$ cat src/pkg/gfcfu_pkg.sv
// Constants for the graphics form cache and fault unit.
// Assumes a 32-bit word machine with four accumulators and eight segments.
package gfcfu_pkg;
  localparam int unsigned CACHE_ENTRIES = 4;
  localparam int unsigned PAL_WIDTH     = 12;
  localparam int unsigned CTX_WORDS     = 10;
  // Fault codes
  localparam logic [31:0] CODE_CACHE_MISS  = 32'h0000_0005;
  localparam logic [31:0] CODE_CURSOR      = 32'h0000_0006;
  localparam logic [31:0] CODE_ATTR        = 32'h0000_0007;
  localparam logic [31:0] CODE_CHAR_SRC    = 32'h0000_0008;
  // Page zero locations (octal 30, 32, 40, 42)
  localparam logic [31:0] LOC_HANDLER_LO   = 32'h0000_0018;
  localparam logic [31:0] LOC_CTX_BASE_LO  = 32'h0000_001a;
  localparam logic [31:0] LOC_WFP          = 32'h0000_0020;
  localparam logic [31:0] LOC_WSP          = 32'h0000_0022;
  // Status word bits
  localparam int unsigned PSW_OVF_BIT      = 0;
  localparam int unsigned PSW_INTERRUPTED_RESUME_FLAG_BIT     = 2;
  localparam logic [31:0] RESTART_NEXT     = 32'h0000_0001;
  localparam logic [2:0]  SEG_ZERO         = 3'h0;
  localparam logic [3:0]  CTX_LAST         = 4'h9;
  typedef enum logic [3:0] {
    GF_IDLE, GF_SAVE_WFP, GF_SAVE_WSP, GF_RD_BASE, GF_WR_CTX, GF_RD_VEC, GF_JUMP, GF_INIT_STK
  } gfcfu_state_type;
endpackage

$ cat src/rtl/gfcfu_top.sv
// Form cache lookup, palette justification, interrupt state and fault sequencer.
// Assumes a one-cycle memory write port and a read port answering next cycle.
//
// Local design decisions: the address-and-strobe port and the placing of the registers.
`timescale 1ns/1ps
// Operation
// - Palette write takes leftmost descriptor bits
// - Palette read left justifies, zero fills
// - Tag holds descriptor address, form id, key
// - Key is ring segment base value
// - Segments one to seven need key match
// - Segment zero ignores stored key
// - No id match raises cache miss
// - Unused forms may be evicted
// - Interrupt pushes state, sets status bit two
// - Four conditions raise graphics fault
// - Save pointers, cross to segment zero
// - Context block base at octal 32/33
// - Context block ten words in order
// - Restart word zero; one skips instruction
// - Fault code into second accumulator
// - Fault value is user form id
// - Attribute and char faults only at start
// - Other accumulators undefined after fault
// - Block interrupts, jump via octal 30/31
// - Char source needs one rectangle, one bit
// - Overflow sets status flag, continues
module gfcfu_top (
  // Clock and reset
  input  wire logic        ref_clk_in,
  input  wire logic        rst_in,
  // Palette
  input  wire logic        write_palette_op_in,
  input  wire logic        read_palette_op_in,
  input  wire logic [31:0] pal_desc_in,
  output logic      [31:0] pal_desc_out,
  // Form cache load and lookup
  input  wire logic        load_form_op_in,
  input  wire logic [1:0]  load_slot_in,
  input  wire logic [31:0] load_desc_addr_in,
  input  wire logic        lookup_in,
  input  wire logic        evict_unused_in,
  input  wire logic [31:0] second_accumulator_in,
  input  wire logic [31:0] seg_base_in,
  input  wire logic [2:0]  cur_seg_in,
  output logic             hit_out,
  output logic      [31:0] form_desc_addr_out,
  // Instruction events
  input  wire logic        instr_started_in,
  input  wire logic        cursor_hit_in,
  input  wire logic        attr_bad_in,
  input  wire logic        char_blt_in,
  input  wire logic        src_one_rect_in,
  input  wire logic        src_one_bit_in,
  input  wire logic        arith_ovf_in,
  input  wire logic        irq_in,
  input  wire logic        wide_context_pop_op_in,
  // Machine state to save
  input  wire logic [15:0] processor_status_word_in,
  input  wire logic [31:0] first_accumulator_in,
  input  wire logic [31:0] third_accumulator_in,
  input  wire logic [31:0] fourth_accumulator_in,
  input  wire logic        carry_in,
  input  wire logic [30:0] pc_in,
  input  wire logic [31:0] ucode_state_in,
  input  wire logic [31:0] wfp_in,
  input  wire logic [31:0] wsp_in,
  // Memory port
  output logic             mem_wr_out,
  output logic             mem_rd_out,
  output logic      [2:0]  mem_seg_out,
  output logic      [31:0] mem_addr_out,
  output logic      [31:0] mem_wdata_out,
  input  wire logic [31:0] mem_rdata_in,
  // Status and control results
  output logic             interrupted_resume_flag_out,
  output logic             overflow_flag_out,
  output logic             stack_push_out,
  output logic             stack_pop_out,
  output logic             fault_busy_out,
  output logic             jump_out,
  output logic      [31:0] jump_addr_out,
  output logic             irq_block_out,
  output logic             stack_init_out,
  output logic      [31:0] second_accumulator_out
);
  localparam int unsigned N = gfcfu_pkg::CACHE_ENTRIES;
  localparam int unsigned PW = gfcfu_pkg::PAL_WIDTH;
  // ****************************************
  // Palette
  // ****************************************
  logic [PW-1:0] palette_reg;
  always_ff @(posedge ref_clk_in) begin
    if (rst_in) begin
      palette_reg <= '0;
    end else if (write_palette_op_in) begin
      palette_reg <= pal_desc_in[31 -: PW];
    end
  end
  always_ff @(posedge ref_clk_in) begin
    if (rst_in) begin
      pal_desc_out <= 32'h0;
    end else if (read_palette_op_in) begin
      pal_desc_out <= {palette_reg, {(32-PW){1'b0}}};
    end
  end
  // ****************************************
  // Form cache
  // ****************************************
  // Tag is three words: descriptor address, form id, key
  logic [31:0] tag_addr_reg [N];
  logic [31:0] tag_id_reg   [N];
  logic [31:0] tag_key_reg  [N];
  logic [N-1:0] valid_reg;
  logic [N-1:0] id_match;
  logic [N-1:0] full_match;
  genvar g;
  generate
    for (g = 0; g < N; g++) begin : g_entry
      always_ff @(posedge ref_clk_in) begin
        if (rst_in) begin
          valid_reg[g]   <= 1'b0;
          tag_addr_reg[g] <= 32'h0;
          tag_id_reg[g]   <= 32'h0;
          tag_key_reg[g]  <= 32'h0;
        end else if (load_form_op_in && load_slot_in == 2'(g)) begin
          valid_reg[g]   <= 1'b1;
          tag_addr_reg[g] <= load_desc_addr_in;
          tag_id_reg[g]   <= second_accumulator_in;
          tag_key_reg[g]  <= seg_base_in;
        end else if (evict_unused_in && !full_match[g]) begin
          valid_reg[g] <= 1'b0;
        end
      end
      // Zero id never matches, so a zero form id always misses
      assign id_match[g] = valid_reg[g] && (tag_id_reg[g] == second_accumulator_in)
                           && (second_accumulator_in != 32'h0);
      assign full_match[g] = id_match[g] &&
        ((cur_seg_in == gfcfu_pkg::SEG_ZERO) || (tag_key_reg[g] == seg_base_in));
    end
  endgenerate
  logic [31:0] hit_addr;
  always_comb begin
    hit_addr = 32'h0;
    for (int i = 0; i < N; i++) begin
      if (full_match[i]) begin
        hit_addr = tag_addr_reg[i];
      end
    end
  end
  logic miss_now;
  assign miss_now = lookup_in && (full_match == '0);
  always_ff @(posedge ref_clk_in) begin
    if (rst_in) begin
      hit_out            <= 1'b0;
      form_desc_addr_out <= 32'h0;
    end else begin
      hit_out            <= lookup_in && (full_match != '0);
      form_desc_addr_out <= hit_addr;
    end
  end
  // ****************************************
  // Fault detection
  // ****************************************
  logic char_bad;
  logic [31:0] code_now;
  logic fault_now;
  gfcfu_pkg::gfcfu_state_type state_reg;
  assign char_bad = char_blt_in && !(src_one_rect_in && src_one_bit_in);
  always_comb begin
    code_now  = 32'h0;
    fault_now = 1'b1;
    if (miss_now) begin
      code_now = gfcfu_pkg::CODE_CACHE_MISS;
    end else if (cursor_hit_in) begin
      code_now = gfcfu_pkg::CODE_CURSOR;
    end else if (attr_bad_in && !instr_started_in) begin
      code_now = gfcfu_pkg::CODE_ATTR;
    end else if (char_bad && !instr_started_in) begin
      code_now = gfcfu_pkg::CODE_CHAR_SRC;
    end else begin
      fault_now = 1'b0;
    end
  end
  // ****************************************
  // Status flags
  // ****************************************
  always_ff @(posedge ref_clk_in) begin
    if (rst_in) begin
      interrupted_resume_flag_out <= 1'b0;
    end else if (irq_in && state_reg == gfcfu_pkg::GF_IDLE) begin
      interrupted_resume_flag_out <= 1'b1;
    end else if (wide_context_pop_op_in) begin
      interrupted_resume_flag_out <= 1'b0;
    end
  end
  always_ff @(posedge ref_clk_in) begin
    if (rst_in) begin
      overflow_flag_out <= 1'b0;
    end else if (arith_ovf_in) begin
      overflow_flag_out <= 1'b1;
    end
  end
  always_ff @(posedge ref_clk_in) begin
    if (rst_in) begin
      stack_push_out <= 1'b0;
      stack_pop_out  <= 1'b0;
    end else begin
      stack_push_out <= irq_in && state_reg == gfcfu_pkg::GF_IDLE;
      stack_pop_out  <= wide_context_pop_op_in;
    end
  end
  // ****************************************
  // Fault sequencer
  // ****************************************
  logic [31:0] code_reg;
  logic [31:0] value_reg;
  logic [31:0] base_reg;
  logic [3:0]  idx_reg;
  logic [31:0] ctx_word;
  always_comb begin
    case (idx_reg)
      4'h0: ctx_word = {16'h0, processor_status_word_in};
      4'h1: ctx_word = first_accumulator_in;
      4'h2: ctx_word = value_reg;
      4'h3: ctx_word = third_accumulator_in;
      4'h4: ctx_word = fourth_accumulator_in;
      4'h5: ctx_word = {pc_in, carry_in};
      4'h6: ctx_word = {29'h0, cur_seg_in};
      4'h7: ctx_word = ucode_state_in;
      4'h8: ctx_word = (code_reg == gfcfu_pkg::CODE_CHAR_SRC) ? 32'h0 : value_reg;
      default: ctx_word = 32'h0;
    endcase
  end
  always_ff @(posedge ref_clk_in) begin
    if (rst_in) begin
      state_reg <= gfcfu_pkg::GF_IDLE;
      code_reg  <= 32'h0;
      value_reg <= 32'h0;
      base_reg  <= 32'h0;
      idx_reg   <= 4'h0;
    end else begin
      case (state_reg)
        gfcfu_pkg::GF_IDLE: begin
          idx_reg <= 4'h0;
          if (fault_now) begin
            code_reg  <= code_now;
            value_reg <= second_accumulator_in;
            state_reg <= (cur_seg_in != gfcfu_pkg::SEG_ZERO) ? gfcfu_pkg::GF_SAVE_WFP
                                                             : gfcfu_pkg::GF_RD_BASE;
          end
        end
        gfcfu_pkg::GF_SAVE_WFP: state_reg <= gfcfu_pkg::GF_SAVE_WSP;
        gfcfu_pkg::GF_SAVE_WSP: state_reg <= gfcfu_pkg::GF_RD_BASE;
        gfcfu_pkg::GF_RD_BASE: state_reg <= gfcfu_pkg::GF_WR_CTX;
        gfcfu_pkg::GF_WR_CTX: begin
          if (idx_reg == 4'h0) begin
            base_reg <= mem_rdata_in;
          end
          idx_reg <= idx_reg + 4'h1;
          if (idx_reg == gfcfu_pkg::CTX_LAST) begin
            state_reg <= gfcfu_pkg::GF_RD_VEC;
          end
        end
        gfcfu_pkg::GF_RD_VEC: state_reg <= gfcfu_pkg::GF_JUMP;
        gfcfu_pkg::GF_JUMP: state_reg <= gfcfu_pkg::GF_INIT_STK;
        gfcfu_pkg::GF_INIT_STK: state_reg <= gfcfu_pkg::GF_IDLE;
        default: state_reg <= gfcfu_pkg::GF_IDLE;
      endcase
    end
  end
  // First context word uses the base arriving this cycle
  logic [31:0] ctx_base;
  assign ctx_base = (idx_reg == 4'h0) ? mem_rdata_in : base_reg;
  always_comb begin
    mem_wr_out    = 1'b0;
    mem_rd_out    = 1'b0;
    mem_seg_out   = gfcfu_pkg::SEG_ZERO;
    mem_addr_out  = 32'h0;
    mem_wdata_out = 32'h0;
    case (state_reg)
      gfcfu_pkg::GF_SAVE_WFP: begin
        mem_wr_out    = 1'b1;
        mem_seg_out   = cur_seg_in;
        mem_addr_out  = gfcfu_pkg::LOC_WFP;
        mem_wdata_out = wfp_in;
      end
      gfcfu_pkg::GF_SAVE_WSP: begin
        mem_wr_out    = 1'b1;
        mem_seg_out   = cur_seg_in;
        mem_addr_out  = gfcfu_pkg::LOC_WSP;
        mem_wdata_out = wsp_in;
      end
      gfcfu_pkg::GF_RD_BASE: begin
        mem_rd_out   = 1'b1;
        mem_addr_out = gfcfu_pkg::LOC_CTX_BASE_LO;
      end
      gfcfu_pkg::GF_WR_CTX: begin
        mem_wr_out    = 1'b1;
        mem_addr_out  = ctx_base + {28'h0, idx_reg};
        mem_wdata_out = ctx_word;
      end
      gfcfu_pkg::GF_RD_VEC: begin
        mem_rd_out   = 1'b1;
        mem_addr_out = gfcfu_pkg::LOC_HANDLER_LO;
      end
      default: mem_wr_out = 1'b0;
    endcase
  end
  always_ff @(posedge ref_clk_in) begin
    if (rst_in) begin
      jump_out               <= 1'b0;
      jump_addr_out          <= 32'h0;
      irq_block_out          <= 1'b0;
      stack_init_out         <= 1'b0;
      second_accumulator_out <= 32'h0;
    end else begin
      jump_out       <= state_reg == gfcfu_pkg::GF_JUMP;
      irq_block_out  <= state_reg == gfcfu_pkg::GF_JUMP;
      stack_init_out <= state_reg == gfcfu_pkg::GF_SAVE_WSP || (state_reg == gfcfu_pkg::GF_RD_BASE &&
                        cur_seg_in == gfcfu_pkg::SEG_ZERO);
      if (state_reg == gfcfu_pkg::GF_JUMP) begin
        jump_addr_out <= mem_rdata_in;
      end
      if (state_reg == gfcfu_pkg::GF_RD_BASE) begin
        second_accumulator_out <= code_reg;
      end
    end
  end
  assign fault_busy_out = state_reg != gfcfu_pkg::GF_IDLE;
endmodule

$ cat config.mk
export PLATFORM = sky130hd
export DESIGN_NAME = gfcfu_top
export DESIGN_NICKNAME = d
export VERILOG_FILES = /design/src/pkg/gfcfu_pkg.sv /design/src/rtl/gfcfu_top.sv
export SDC_FILE = /design/constraint.sdc
export NUM_CORES = 1
export LEC_CHECK = 0
export BUFFER_PORTS_ARGS = -buffer_cell sky130_fd_sc_hd__buf_2
export CAP_MARGIN = 25
export CELL_PAD_IN_SITES_DETAIL_PLACEMENT = 0
export CELL_PAD_IN_SITES_GLOBAL_PLACEMENT = 1
export CORE_UTILIZATION = 25
export DETAILED_ROUTE_END_ITERATION = 8
export GPL_TIMING_DRIVEN = 0
export PLACE_DENSITY = 0.63
export SLEW_MARGIN = 20
export SYNTH_ARGS = -nofsm -noshare
export SYNTH_HDL_FRONTEND = slang
export SYNTH_SLANG_ARGS = --single-unit
$ cat constraint.sdc
create_clock -name ref_clk_in -period 5 [get_ports ref_clk_in]
set_input_delay 1 -clock ref_clk_in [delete_from_list [all_inputs] [get_ports ref_clk_in]]
set_output_delay 1 -clock ref_clk_in [all_outputs]
set_load 0.01 [all_outputs]
==> results.sh <==
export IMPL_cp_max_fo=8
export IMPL_syn_inst=2620
export IMPL_syn_to_final_growth_pct=26.5
export IMPL_finalCritPeriodShare_pct=97.5
export IMPL_setup_viol=0
export IMPL_clock_path_buffers=3
export IMPL_status="finished with violations"
export IMPL_r2r_slack_ns=1.63
export IMPL_postCtsHoldBufs=0
export IMPL_cts_tree="done"
export IMPL_worstPathArrival_ns=3.88
export IMPL_cpLargestDelayFamily="simple AND/OR/NAND/NOR gates"
export IMPL_min_to="jump_addr_out[29]"
export IMPL_ys_types=75
export IMPL_violations="DRC"
export IMPL_max_stage_delay_ns=0.42
export IMPL_fp_row_count=122
export IMPL_finalSetupTns_ns=0
export IMPL_nets=3702
export IMPL_wl_um=115000
export IMPL_fmax_mhz=205
export IMPL_clockPowerShare_pct=42.0
export IMPL_worst_pin_slew_ns=1.01
export IMPL_dr_pass1_iters=9
export IMPL_synthArstFlopShare_pct=0
export IMPL_synth_cell_area_sq_mm=0.0282
export IMPL_max_vdd_ir_drop_mv=0.219
export IMPL_core_area_sq_mm=0.111
export IMPL_grt_pass1_vias=22200
export IMPL_grt_overflow=0
export IMPL_drive_gt1_share_pct=24.8
export IMPL_rr_endpoint="form_desc_addr_out[4]"
export IMPL_die_y_um=338
export IMPL_rsz0062_at_grt="yes"
export IMPL_power_switching_mw=3.13
export IMPL_cpMaxStageDelayCell="or3b_4"
export IMPL_swShare_pct=26.2
export IMPL_hold_depth=2
export IMPL_vias=22900
export IMPL_drv_cap=0
export IMPL_io_pins=627
export IMPL_drc=1
export IMPL_drtIter0Drc=1791
export IMPL_drv_slew=0
export IMPL_cellPowerDensity_mw_per_mm2=334
export IMPL_die_area_sq_mm=0.114
export IMPL_ff2ff_path_depth=10
export IMPL_ant_nets=0
export IMPL_cp_required_ns=4.00
export IMPL_syn_mean_instance_area_sq_um=10.8
export IMPL_clkTransAtPathRegs_ns=0.06
export IMPL_place_hpwl_um=85600
export IMPL_clkLatencyLatePin_ns=0.62
export IMPL_grt_pass1_wl_um=159000
export IMPL_yosysWarnings=0
export IMPL_clock_sinks=562
export IMPL_p_int_mw=8.80
export IMPL_fin_crit_ns=4.88
export IMPL_cts_root_buffer="clkbuf_16"
export IMPL_viasPerCell=4.74
export IMPL_numCtsBuffers=71
export IMPL_slew_headroom_pct=32.7
export IMPL_yosys_most_used_dff="edfxtp_1"
export IMPL_htreeDepth=3
export IMPL_cp_end_kind="output port"
export IMPL_synth_edff_count=384
export IMPL_pwr_share_seq_pct=45.3
export IMPL_gp_congestion=0.852
export IMPL_critPathLaunchType="flip-flop"
export IMPL_fin_worst_skew_ns=0.0293
export IMPL_wl_per_cell_um=23.8
export IMPL_ys_seq_elements=562
export IMPL_timing_rr_start="tag_key_reg[0][30]"
export IMPL_start_util_pct=25.4
export IMPL_die_w_um=338
export IMPL_leakage_nw=15.3
export IMPL_seq_area_frac_synth_pct=53.5
export IMPL_hold_viol_final=0
export IMPL_p_comb_share_pct=12.8
export IMPL_portBuffers=493
export IMPL_power_mw=11.9
export IMPL_gr_usage_all_layers_pct=19.4
export IMPL_worstPathCellList="inv_4 > ha_4 > or3b_4 > buf_12 > nand2_4 > nand2_4 > ha_4 > fa_2 > a21o_1 > a21oi_4 > buf_6 > a21oi_2 > nor2b_4 > nand3b_1 > nor3_2 > xor2_1 > nor2_1 > buf_2"
export IMPL_critPathBufInv=4
export IMPL_holdCritStartpoint="jump_addr_out[29]"
export IMPL_hp_class="flip-flop to flip-flop"
export IMPL_grt_max_degree=49
export IMPL_antenna_found_initial=37
export IMPL_crit_type="flip-flop to output port"
==> through the flow <==
step	setup WS, ns	cell area, sq um	instances	hold slack (ns)	utilization, %
3_5_place_dp	-1.57	32900	4658	0.443	29.6
4_1_cts	-0.0587	35600	4804	0.452	32.0
3_3_place_gp	-2.57	32700	4648	0.439	29.4
2_1_floorplan	0.0589	28400	2667	0.435	-
6_report	0.123	35700	4821	0.450	32.1
5_1_grt	-0.0118	35700	4817	0.469	32.1
==> synth_stat cells (all sizes together), types with 43 or more instances <==
| library cell | number | area share [%] |
|---|---|---|
| edfxtp | 384 | 41 |
| and3 | 298 | 6.6 |
| nand2 | 244 | 3.2 |
| xor2 | 205 | 6.4 |
| dfxtp | 178 | 13 |
| clkbuf | 164 | 2.2 |
| buf | 135 | 3.0 |
| mux2i | 114 | 4.0 |
| and2 | 106 | 2.4 |
| a21oi | 93 | 1.7 |
| nor2 | 88 | 1.2 |
| xnor2 | 80 | 2.5 |
| a22oi | 72 | 1.9 |
| nor4 | 64 | 1.5 |
| o21ai | 63 | 1.1 |
| nand3 | 43 | 0.76 |
==> layout by cell type (no fill, tap or decap), types with 15 or more instances in the layout <==
cell,n
nor4_1,62
nor3_1,15
buf_2,562
nor2_1,83
nand3_1,41
conb_1,48
a222oi_1,18
clkbuf_1,179
a221o_1,18
a21oi_1,89
or3_1,32
o21ai_0,29
o21ai_1,33
a211oi_1,38
buf_4,83
xnor2_1,78
a21o_1,38
nand2_1,233
edfxtp_1,384
mux2i_1,114
dfxtp_1,175
xor2_1,204
a22oi_1,72
and3_1,298
nand4_1,25
and2_1,105
clkbuf_16,74
a31oi_1,20
==> cell type report <==
cell class | instances | area (sq um)
timing repair buffer | 537 | 2920
inverter | 9 | 38.8
sequential | 562 | 15100
buffer | 293 | 1460
antenna | 13 | 32.5
clock buffer | 98 | 1980
tap | 1488 | 1860
multi-input combinational | 1798 | 12100
clock inverter | 23 | 234
fill | 11600 | 75600
==> power by group through the flow <==
stage,combinational [mW],sequential [mW],clock (mW)
finish,1.52,5.40,5.01
global route,1.65,5.43,5.31
CTS,1.53,5.40,5.13
detailed placement,1.50,5.50,0
global placement,1.47,5.52,0
floorplan,0.827,5.49,0
==> per-layer routing <==
| metal | routed length (um) | part of all wire, % | vias to the layer above | GRT usage [%] |
|---|---|---|---|---|
| met1 | 47900 | 42 | 11100 | 24.0 |
| met5 | 161 | 0.14 | - | 0 |
| li1 | - | - | 10700 | - |
| met4 | 3210 | 2.8 | 26 | 6.55 |
| met3 | 7610 | 6.6 | 179 | 3.97 |
| met2 | 56000 | 49 | 806 | 33.5 |
==> worst reg2reg max path, delay by kind of cell (launching register included) <==
kind / cells / cell delay (ns)
xor gates and xnor gates: 1 / 0.17
and+or+nand+nor: 3 / 0.80
buffers and inverters: 2 / 0.61
AOI/OAI and AO/OA: 4 / 1.28
DFF: 1 / 0.37
==> how the worst max path moves through the flow <==
stage | from | end | slack (ns) | depth (start not counted)
after global placement | rst_in | tag_key_reg[3][0] | -2.57 | 5
after floorplan | idx_reg[1] | mem_addr_out[16] | 0.06 | 20
after detailed placement | idx_reg[0] | mem_addr_out[19] | -1.57 | 17
final | idx_reg[0] | mem_addr_out[16] | 0.12 | 18
after global routing | idx_reg[0] | mem_addr_out[30] | -0.01 | 17
after CTS | idx_reg[0] | mem_addr_out[28] | -0.06 | 18
==> what timing repair did <==
action,in CTS,in global routing
resized for setup,57,15
buffers inserted,27,7
endpoints found under the hold margin,0,0
endpoints found under the setup margin,46,20
pin swaps,18,21
gates cloned,1,0
==> cells by family (layout without fill, tap and decap cells) <==
group | count (synthesis) | after routing | share of synthesized area, %
AO/OA/AOI/OAI | 385 | 385 | 9.40
XOR/XNOR | 285 | 285 | 8.85
adder cells (fa/ha/maj) | 9 | 9 | 0.426
buffers and inverters | 308 | 960 | 5.28
flip-flops | 562 | 562 | 53.5
multiplexers | 117 | 117 | 4.18
other | 1 | 61 | 0.0133
AND/OR/NAND/NOR | 953 | 954 | 18.4
Power figures use the tool's default switching activity.
